<file path="src/rtl/vic_consts.vh">
// constants for the vectored interrupt controller register block
// What this block does
// - mask readback: bit per source, 1 means enabled, bit0 fast, bit1 system
// - core status: bit0 live fast line, bit1 live normal line
// - writing 1 to enable command sets that source's enable
// - writing 1 to disable command clears enable, source cannot request
// - writing 1 to clear command removes the source's pending state
// - writing 1 to set command makes the source pending by software
// - any write to end-of-interrupt register signals handler completion
// - spurious vector holds 32-bit value returned on spurious vector reads
// - debug control bit 0 selects protection mode
// - debug control bit 1 general mask holds both core lines inactive
// - writing 1 to fast-force enable bits 1..31 turns forcing on
// - writing 1 to fast-force disable bits 1..31 turns forcing off
// - fast-force status reads forcing state, bit 0 reserved zero
// - normal vector read returns vector of highest priority enabled pending normal source, else spurious vector
// - each non-fast source has priority 0 lowest to 7 highest
`ifndef VIC_CONSTS_VH
`define VIC_CONSTS_VH
// ---------------------------------------------------------------
// register byte offsets
// ---------------------------------------------------------------
`define VIC_SVR_BASE      12'h080
`define VIC_PRIO_BASE     12'h000
`define VIC_NVEC_OFF      12'h100
`define VIC_FVEC_OFF      12'h104
`define VIC_CUR_OFF       12'h108
`define VIC_PEND_OFF      12'h10C
`define VIC_MASK_OFF      12'h110
`define VIC_CORE_OFF      12'h114
`define VIC_IEN_OFF       12'h120
`define VIC_IDIS_OFF      12'h124
`define VIC_ICLR_OFF      12'h128
`define VIC_ISET_OFF      12'h12C
`define VIC_EOI_OFF       12'h130
`define VIC_SPU_OFF       12'h134
`define VIC_DBG_OFF       12'h138
`define VIC_FFEN_OFF      12'h140
`define VIC_FFDIS_OFF     12'h144
`define VIC_FFST_OFF      12'h148
`define VIC_EVST_OFF      12'h150
`define VIC_EVMSK_OFF     12'h154
// ---------------------------------------------------------------
// field positions and reset values
// ---------------------------------------------------------------
`define VIC_DBG_PROTECTION_MODE_BIT  0
`define VIC_DBG_GENERAL_LINE_MASK_BIT  1
`define VIC_CORE_FAST_BIT 0
`define VIC_CORE_NORM_BIT 1
`define VIC_EV_EOI_BIT    0
`define VIC_EV_SPUR_BIT   1
`define VIC_RST_WORD      32'h0000_0000
`define VIC_FF_VALID      32'hFFFF_FFFE
`define VIC_RESP_OKAY     2'b00
`define VIC_RESP_SLVERR   2'b10
`endif

</file>
<file path="src/rtl/vic_regs.v">
// vectored interrupt controller register block with AXI4-Lite slave
//
// The AXI4-Lite register port and the placing of the registers were left to the implementer.
`timescale 1ns/1ps
`include "vic_consts.vh"
module vic_regs #(
   parameter NSRC = 32
) (
   // clock, reset, enable
   input  wire        sys_clk_i,
   input  wire        rst_n_i,
   input  wire        clk_en_i,
   // interrupt sources, level high
   input  wire [31:0] src_irq_i,
   // axi4-lite write address and data
   input  wire [11:0] s_axi_awaddr,
   input  wire        s_axi_awvalid,
   output reg         s_axi_awready,
   input  wire [31:0] s_axi_wdata,
   input  wire [3:0]  s_axi_wstrb,
   input  wire        s_axi_wvalid,
   output reg         s_axi_wready,
   output reg  [1:0]  s_axi_bresp,
   output reg         s_axi_bvalid,
   input  wire        s_axi_bready,
   // axi4-lite read
   input  wire [11:0] s_axi_araddr,
   input  wire        s_axi_arvalid,
   output reg         s_axi_arready,
   output reg  [31:0] s_axi_rdata,
   output reg  [1:0]  s_axi_rresp,
   output reg         s_axi_rvalid,
   input  wire        s_axi_rready,
   // core request lines, active high toward the core
   output reg         fast_req_o,
   output reg         norm_req_o,
   // controller status
   output reg         protection_mode_o,
   output reg         eoi_pulse_o,
   output reg         irq_o
);

   // ---------------------------------------------------------------
   // state
   // ---------------------------------------------------------------
   reg  [31:0] enable_r;
   reg  [31:0] pend_r;
   reg  [31:0] ffen_r;
   reg  [31:0] spu_r;
   reg  [1:0]  dbg_r;
   reg  [31:0] vec_r [0:NSRC-1];
   reg  [2:0]  prio_r [0:NSRC-1];
   reg         cur_act_r;
   reg  [4:0]  cur_id_r;
   reg  [1:0]  evst_r;
   reg  [1:0]  evmsk_r;
   reg  [11:0] awaddr_r;
   reg  [31:0] wdata_r;
   reg         aw_have_r;
   reg         w_have_r;
   reg  [31:0] src_q_r;

   wire        wr_go   = aw_have_r & w_have_r & ~s_axi_bvalid;
   wire        rd_go   = s_axi_arvalid & s_axi_arready;
   wire [11:0] ra      = s_axi_araddr;
   wire [31:0] wmask   = wr_go ? wdata_r : 32'h0000_0000;
   wire        wr_en   = wr_go & (awaddr_r == `VIC_IEN_OFF);
   wire        wr_dis  = wr_go & (awaddr_r == `VIC_IDIS_OFF);
   wire        wr_clr  = wr_go & (awaddr_r == `VIC_ICLR_OFF);
   wire        wr_set  = wr_go & (awaddr_r == `VIC_ISET_OFF);
   wire        wr_eoi  = wr_go & (awaddr_r == `VIC_EOI_OFF);
   wire        wr_ffe  = wr_go & (awaddr_r == `VIC_FFEN_OFF);
   wire        wr_ffd  = wr_go & (awaddr_r == `VIC_FFDIS_OFF);
   wire        rd_nvec = rd_go & (ra == `VIC_NVEC_OFF);
   wire        rd_fvec = rd_go & (ra == `VIC_FVEC_OFF);

   // ---------------------------------------------------------------
   // request resolution
   // ---------------------------------------------------------------
   wire [31:0] active  = pend_r & enable_r;
   wire [31:0] to_fast = active & ((ffen_r & `VIC_FF_VALID)
                                   | 32'h0000_0001);
   wire [31:0] to_norm = active & ~to_fast;
   wire        fast_nxt = |to_fast & ~dbg_r[`VIC_DBG_GENERAL_LINE_MASK_BIT];
   wire        norm_nxt = |to_norm & ~dbg_r[`VIC_DBG_GENERAL_LINE_MASK_BIT];

   // highest priority normal source; lower number wins a tie
   reg  [4:0]  best_id;
   reg  [2:0]  best_pr;
   reg         best_ok;
   integer     k;
   always @* begin
      best_id = 5'h00;
      best_pr = 3'h0;
      best_ok = 1'b0;
      for (k = NSRC - 1; k >= 0; k = k - 1) begin
         if (to_norm[k] && (!best_ok || prio_r[k] >= best_pr)) begin
            best_ok = 1'b1;
            best_pr = prio_r[k];
            best_id = k[4:0];
         end
      end
   end

   // ---------------------------------------------------------------
   // axi write channel capture
   // ---------------------------------------------------------------
   // address and data taken in either order, response once both held
   always @(posedge sys_clk_i or negedge rst_n_i) begin
      if (!rst_n_i) begin
         s_axi_awready <= 1'b0;
         s_axi_wready  <= 1'b0;
         aw_have_r     <= 1'b0;
         w_have_r      <= 1'b0;
         awaddr_r      <= 12'h000;
         wdata_r       <= 32'h0000_0000;
         s_axi_bvalid  <= 1'b0;
         s_axi_bresp   <= `VIC_RESP_OKAY;
      end else if (clk_en_i) begin
         s_axi_awready <= ~aw_have_r & ~s_axi_awready & s_axi_awvalid;
         s_axi_wready  <= ~w_have_r & ~s_axi_wready & s_axi_wvalid;
         if (s_axi_awvalid && s_axi_awready) begin
            aw_have_r <= 1'b1;
            awaddr_r  <= {s_axi_awaddr[11:2], 2'b00};
         end
         if (s_axi_wvalid && s_axi_wready) begin
            w_have_r <= 1'b1;
            wdata_r  <= s_axi_wdata;
         end
         if (wr_go) begin
            aw_have_r    <= 1'b0;
            w_have_r     <= 1'b0;
            s_axi_bvalid <= 1'b1;
            s_axi_bresp  <= wr_known(awaddr_r) ? `VIC_RESP_OKAY
                                               : `VIC_RESP_SLVERR;
         end else if (s_axi_bready) begin
            s_axi_bvalid <= 1'b0;
         end
      end
   end

   // writable or command offset check
   function wr_known;
      input [11:0] a;
      begin
         wr_known = (a < 12'h100) || a == `VIC_IEN_OFF ||
            a == `VIC_IDIS_OFF || a == `VIC_ICLR_OFF ||
            a == `VIC_ISET_OFF || a == `VIC_EOI_OFF ||
            a == `VIC_SPU_OFF || a == `VIC_DBG_OFF ||
            a == `VIC_FFEN_OFF || a == `VIC_FFDIS_OFF ||
            a == `VIC_EVST_OFF || a == `VIC_EVMSK_OFF;
      end
   endfunction

   // ---------------------------------------------------------------
   // per-source priority and vector tables
   // ---------------------------------------------------------------
   genvar g;
   generate
      for (g = 0; g < NSRC; g = g + 1) begin : g_src
         always @(posedge sys_clk_i or negedge rst_n_i) begin
            if (!rst_n_i) begin
               prio_r[g] <= 3'h0;
               vec_r[g]  <= `VIC_RST_WORD;
            end else if (clk_en_i && wr_go) begin
               if (awaddr_r == `VIC_PRIO_BASE + g * 4)
                  prio_r[g] <= wdata_r[2:0];
               if (awaddr_r == `VIC_SVR_BASE + g * 4)
                  vec_r[g] <= wdata_r;
            end
         end
      end
   endgenerate

   // ---------------------------------------------------------------
   // source state: enable, pending, fast forcing, config
   // ---------------------------------------------------------------
   // sources set pending only on a registered rising edge, so short
   // pulses are not lost; a level still high re-arms it on acknowledge
   always @(posedge sys_clk_i or negedge rst_n_i) begin
      if (!rst_n_i) begin
         enable_r <= 32'h0000_0000;
         pend_r   <= 32'h0000_0000;
         ffen_r   <= 32'h0000_0000;
         spu_r    <= `VIC_RST_WORD;
         dbg_r    <= 2'b00;
         src_q_r  <= 32'h0000_0000;
         evmsk_r  <= 2'b00;
      end else if (clk_en_i) begin
         src_q_r <= src_irq_i;
         // zero bits leave the other sources as they were
         enable_r <= (enable_r | (wr_en ? wmask : 32'h0))
                     & ~(wr_dis ? wmask : 32'h0);
         // hardware set wins over a software clear in the same cycle
         pend_r <= (pend_r & ~(wr_clr ? wmask : 32'h0))
                   | (wr_set ? wmask : 32'h0)
                   | (src_irq_i & ~src_q_r);
         ffen_r <= ((ffen_r | (wr_ffe ? wmask : 32'h0))
                    & ~(wr_ffd ? wmask : 32'h0))
                   & `VIC_FF_VALID;
         if (wr_go && awaddr_r == `VIC_SPU_OFF)
            spu_r <= wdata_r;
         if (wr_go && awaddr_r == `VIC_DBG_OFF)
            dbg_r <= wdata_r[1:0];
         if (wr_go && awaddr_r == `VIC_EVMSK_OFF)
            evmsk_r <= wdata_r[1:0];
         // reading the normal vector acknowledges the source it returns; a level
         // still high re-arms it at once so it is not lost
         if (rd_nvec && best_ok && !dbg_r[`VIC_DBG_PROTECTION_MODE_BIT])
            pend_r[best_id] <= src_irq_i[best_id];
      end
   end

   // ---------------------------------------------------------------
   // current interrupt tracking
   // ---------------------------------------------------------------
   // protection mode stops reads from changing pending and current state, so a debugger
   // can inspect vectors without disturbing the handler
   always @(posedge sys_clk_i or negedge rst_n_i) begin
      if (!rst_n_i) begin
         cur_act_r   <= 1'b0;
         cur_id_r    <= 5'h00;
         eoi_pulse_o <= 1'b0;
      end else if (clk_en_i) begin
         eoi_pulse_o <= wr_eoi;
         if (wr_eoi)
            cur_act_r <= 1'b0;
         else if (rd_nvec && !dbg_r[`VIC_DBG_PROTECTION_MODE_BIT]) begin
            cur_act_r <= best_ok;
            cur_id_r  <= best_id;
         end
      end
   end

   // ---------------------------------------------------------------
   // event status, mask and interrupt output
   // ---------------------------------------------------------------
   wire        spur_ev = (rd_nvec & ~best_ok) | (rd_fvec & ~to_fast[0]);
   wire [1:0]  ev_set  = {spur_ev, wr_eoi};
   wire        evc     = wr_go & (awaddr_r == `VIC_EVST_OFF);
   wire [1:0]  ev_nxt  = (evst_r & ~(evc ? wdata_r[1:0] : 2'b00)) | ev_set;
   always @(posedge sys_clk_i or negedge rst_n_i) begin
      if (!rst_n_i) begin
         evst_r            <= 2'b00;
         irq_o             <= 1'b0;
         fast_req_o        <= 1'b0;
         norm_req_o        <= 1'b0;
         protection_mode_o <= 1'b0;
      end else if (clk_en_i) begin
         evst_r            <= ev_nxt;                    // set wins over clear
         irq_o             <= |(ev_nxt & evmsk_r);
         fast_req_o        <= fast_nxt;
         norm_req_o        <= norm_nxt;
         protection_mode_o <= dbg_r[`VIC_DBG_PROTECTION_MODE_BIT];
      end
   end

   // ---------------------------------------------------------------
   // axi read channel
   // ---------------------------------------------------------------
   always @(posedge sys_clk_i or negedge rst_n_i) begin
      if (!rst_n_i) begin
         s_axi_arready <= 1'b0;
         s_axi_rvalid  <= 1'b0;
         s_axi_rdata   <= 32'h0000_0000;
         s_axi_rresp   <= `VIC_RESP_OKAY;
      end else if (clk_en_i) begin
         s_axi_arready <= ~s_axi_rvalid & ~s_axi_arready & s_axi_arvalid;
         if (rd_go) begin
            s_axi_rvalid <= 1'b1;
            s_axi_rresp  <= `VIC_RESP_OKAY;
            case (ra)
               `VIC_NVEC_OFF:
                  s_axi_rdata <= best_ok ? vec_r[best_id] : spu_r;
               `VIC_FVEC_OFF:
                  s_axi_rdata <= to_fast[0] ? vec_r[0] : spu_r;
               `VIC_CUR_OFF:  s_axi_rdata <= {27'h0, cur_id_r};
               `VIC_PEND_OFF: s_axi_rdata <= pend_r;
               `VIC_MASK_OFF: s_axi_rdata <= enable_r;
               `VIC_CORE_OFF:
                  s_axi_rdata <= {30'h0, norm_req_o, fast_req_o};
               `VIC_SPU_OFF:  s_axi_rdata <= spu_r;
               `VIC_DBG_OFF:  s_axi_rdata <= {30'h0, dbg_r};
               `VIC_FFST_OFF: s_axi_rdata <= ffen_r;
               `VIC_EVST_OFF: s_axi_rdata <= {30'h0, evst_r};
               `VIC_EVMSK_OFF: s_axi_rdata <= {30'h0, evmsk_r};
               default: begin
                  if (ra < 12'h080 && ra[1:0] == 2'b00)
                     s_axi_rdata <= {29'h0, prio_r[ra[6:2]]};
                  else if (ra < 12'h100 && ra[1:0] == 2'b00)
                     s_axi_rdata <= vec_r[ra[6:2]];
                  else begin
                     s_axi_rdata <= 32'h0000_0000;
                     s_axi_rresp <= `VIC_RESP_SLVERR;
                  end
               end
            endcase
         end else if (s_axi_rready) begin
            s_axi_rvalid <= 1'b0;
         end
      end
   end

endmodule // vic_regs

</file>
<file path="config.mk">
export PLATFORM = sky130hd
export DESIGN_NAME = vic_regs
export DESIGN_NICKNAME = d
export VERILOG_FILES = /design/src/rtl/vic_regs.v
export VERILOG_INCLUDE_DIRS = /design/src /design/src/rtl
export SDC_FILE = /design/constraint.sdc
export NUM_CORES = 2
export LEC_CHECK = 0
export BUFFER_PORTS_ARGS = -buffer_cell sky130_fd_sc_hd__buf_2
export CAP_MARGIN = 0
export CORE_AREA = 4 4 607 429
export DETAILED_ROUTE_END_ITERATION = 8
export DIE_AREA = 0 0 611 433
export GPL_ROUTABILITY_DRIVEN = 0
export HOLD_SLACK_MARGIN = 0.15
export MAX_ROUTING_LAYER = met4
export PLACE_DENSITY = 0.41
export SKIP_LAST_GASP = 1
export SYNTH_ARGS = -nofsm -noshare
export SYNTH_HDL_FRONTEND = slang
export SYNTH_SLANG_ARGS = --single-unit
export TNS_END_PERCENT = 20
</file>
<file path="constraint.sdc">
create_clock -name sys_clk_i -period 57.2 [get_ports sys_clk_i]
set_input_delay 17.16 -clock sys_clk_i [delete_from_list [all_inputs] [get_ports sys_clk_i]]
set_output_delay 17.16 -clock sys_clk_i [all_outputs]
set_load 0.05 [all_outputs]
</file>
==> results.tsv <==
metric	value	unit
outcome	finished clean	
ant_nets	0	
post_cts_buffers	0	
hp-start	s_axi_rvalid$_DFFE_PN0P_	
critical_path_class	flop to flop	
num-nets-final	6481	
yosys-top-cells-area	dfrtp_1, mux2_2, mux4_2	
cp-start-kind	flop	
fin_crit_sh	0.896	
postCtsHoldBufs	0	
path_clk_slew	0.07	ns
hold-worst-slack	0.493	ns
htreeDepth	4	
min_to	s_axi_rvalid$_DFFE_PN0P_	
min_path_cells	2	
r2r_start	ffen_r[31]$_DFFE_PN0P_	
dp_hpwl	221	mm
drt-pass1-iter-count	6	
antenna_found_initial	22	
crit_fanout	23	
crit_family	compound AO/OA/AOI/OAI gates	
regToRegEndpoint	pend_r[22]$_DFFE_PN0P_	
synth.most_common_cell	dfrtp_1	
rsz0062_at_grt	false	
ys_seq_elements	1378	
drc	0	
die_w	611	um
die_area	0.265	mm^2
fin_crit	51.24	ns
maxSlewHeadroom	0.0912	
ys_types	113	
finalMaxSlewViolations	0	
synth_warnings	0	
end_kind	flop	
cts_root_buffer	clkbuf_16	
cp_common_cell	ha_1	
insertion_delay	0.83	ns
critPathSlowestCell	o31ai_1	
initial_utilization	0.299	
synth_edf_count	0	
drv_cap	0	
grt_max_degree	155	
synth_top_area_frac	0.453	
vias_per_cell	6.15	
hold_path_class	flop to flop	
numPortBuffers	137	
worstPathBufferInverterCount	8	
grt_pass1_vias	58200	
tightest_slew	1.36	ns
ys_seq_area_frac	0.453	
cts_buffers	162	
wl_per_cell	37.0	um
yosysTopAreaCell	dfrtp_1	
synth_area	0.0761	mm^2
grt_pass1_wl	499	mm
ys.flop_type	dfrtp_1	
io_pins	146	
drive_gt1_frac	0.361	
drt_wl_total	363	mm
vias	60400	
ctsResizeCount	0	
coreArea	0.254	mm^2
die_y	433	um
fmax	19.5	MHz
postSynthCellCount	6394	
overflow	0	
avgSynthCellArea	11.9	um^2
crit_required	57.82	ns
crit_arrival	51.86	ns
clockBufferDepth	4	
grt_usage	0.276	
totalNegativeSetupSlack	0	ns
cpPeakStageDelay	0.99	ns
worstRegToRegCells	203	
synth.top_cells.by_count	dfrtp_1, mux2_2, nand2_1	
cts_tree	built	
drt_iter0_drc	7446	
hold_viol_final	0	
setup_viol	0	
r2r_setup_slack	5.96	ns
async_flop_share	1.00	
finalClockSkew	0.0454	ns
syn2layout_area_growth	13.0	%
powerDensity	39.8	mW/mm^2
num_rows	155	
cts_sinks	1378	
ir_worst_vdd	0.0660	mV
p_leak	37.5	nW
==> where the power goes <==
group | switching (mW) | internal [mW] | total [mW] | leakage [nW]
Clock | 0.447 | 0.603 | 1.05 | 2.53
Combinational | 0.971 | 0.307 | 1.28 | 16.3
Sequential | 0.0674 | 1.02 | 1.09 | 18.7
Total | 1.49 | 1.93 | 3.42 | 37.5
==> worst max path at each step <==
stage / startpoint / to / slack [ns] / cells after the start
floorplan: pend_r[31]$_DFFE_PN0P_ / pend_r[30]$_DFFE_PN0P_ / 16.12 / 211
global placement: ffen_r[31]$_DFFE_PN0P_ / pend_r[22]$_DFFE_PN0P_ / 7.13 / 203
detailed placement: ffen_r[31]$_DFFE_PN0P_ / s_axi_rdata[11]$_DFFE_PN0P_ / 6.96 / 205
CTS: ffen_r[31]$_DFFE_PN0P_ / s_axi_rdata[11]$_DFFE_PN0P_ / 6.74 / 205
global route: pend_r[31]$_DFFE_PN0P_ / s_axi_rdata[11]$_DFFE_PN0P_ / 2.82 / 203
finish: ffen_r[31]$_DFFE_PN0P_ / pend_r[22]$_DFFE_PN0P_ / 5.96 / 203
==> through the flow <==
| step | area, um^2 | setup WS [ns] | cells | power, mW | util |
|---|---|---|---|---|---|
| 3_5_place_dp | 80700 | 6.96 | 9525 | 2.35 | 0.318 |
| 6_report | 85900 | 5.96 | 9810 | 3.42 | 0.338 |
| 4_1_cts | 85900 | 6.74 | 9799 | 3.40 | 0.338 |
| 2_1_floorplan | 76100 | 16.12 | 6395 | 1.75 | - |
| 5_1_grt | 85900 | 2.82 | 9807 | 3.52 | 0.338 |
| 3_3_place_gp | 80700 | 7.13 | 9525 | 2.35 | 0.318 |
==> routing by layer <==
metal  vias to the layer above  wire, um  global-route usage
met5                         -         0                   -
met4                         0     14600              0.0928
met3                       635     32800              0.0594
met2                      3063    153000               0.387
met1                     32400    163000               0.394
li1                      24300         -                   -
==> flip-flops by register name, indices dropped and copies added (netlist names), 2 cells and up <==
| register | flops |
|---|---|
| awaddr_r | 10 |
| cur_id_r | 5 |
| dbg_r | 2 |
| enable_r | 32 |
| evmsk_r | 2 |
| evst_r | 2 |
| ffen_r | 31 |
| pend_r | 32 |
| prio_r | 96 |
| s_axi_rdata | 32 |
| spu_r | 32 |
| src_q_r | 32 |
| vec_r | 1024 |
| wdata_r | 32 |
==> area by class of cell <==
type                       count  area, um^2
multi-input combinational   4352       39500
clock buffer                 251        4920
fill                       25300      168000
timing repair buffer         328        2220
antenna                       11        27.5
tap                         3375        4220
inverter                      92         345
sequential                  1378       34500
clock inverter                23         235
==> tightest hold or removal path, stage by stage (launching register included) <==
cell and delay, ns:
dfrtp_1 0.36, nand2_1 0.05, nand2_1 0.05
==> cells by family after synthesis <==
| logic type | after synthesis | synth area share |
|---|---|---|
| mux | 1715 | 0.304 |
| simple gates | 1342 | 0.0844 |
| other cells | 1 | 0.0000493 |
| buf+inv | 665 | 0.0347 |
| flops | 1378 | 0.453 |
| fa+ha+maj | 74 | 0.0119 |
| compound gates | 1219 | 0.111 |
==> cell usage in the layout, fill, tap and decap left out, drive strengths merged, types with 20 or more instances in the layout <==
cell type	n
a211oi	26
a21o	20
a21oi	93
a221o	54
a221oi	83
a22oi	26
a31oi	192
a32oi	28
and2	29
and3	25
buf	328
clkbuf	251
dfrtp	1378
ha	67
inv	96
mux2	1221
mux2i	140
mux4	354
nand2	585
nand2b	39
nand3	153
nand4	59
nor2	219
nor3	89
nor4	42
o211ai	50
o21ai	265
o221ai	44
o22ai	169
or2	24
Power figures use the tool's default switching activity.
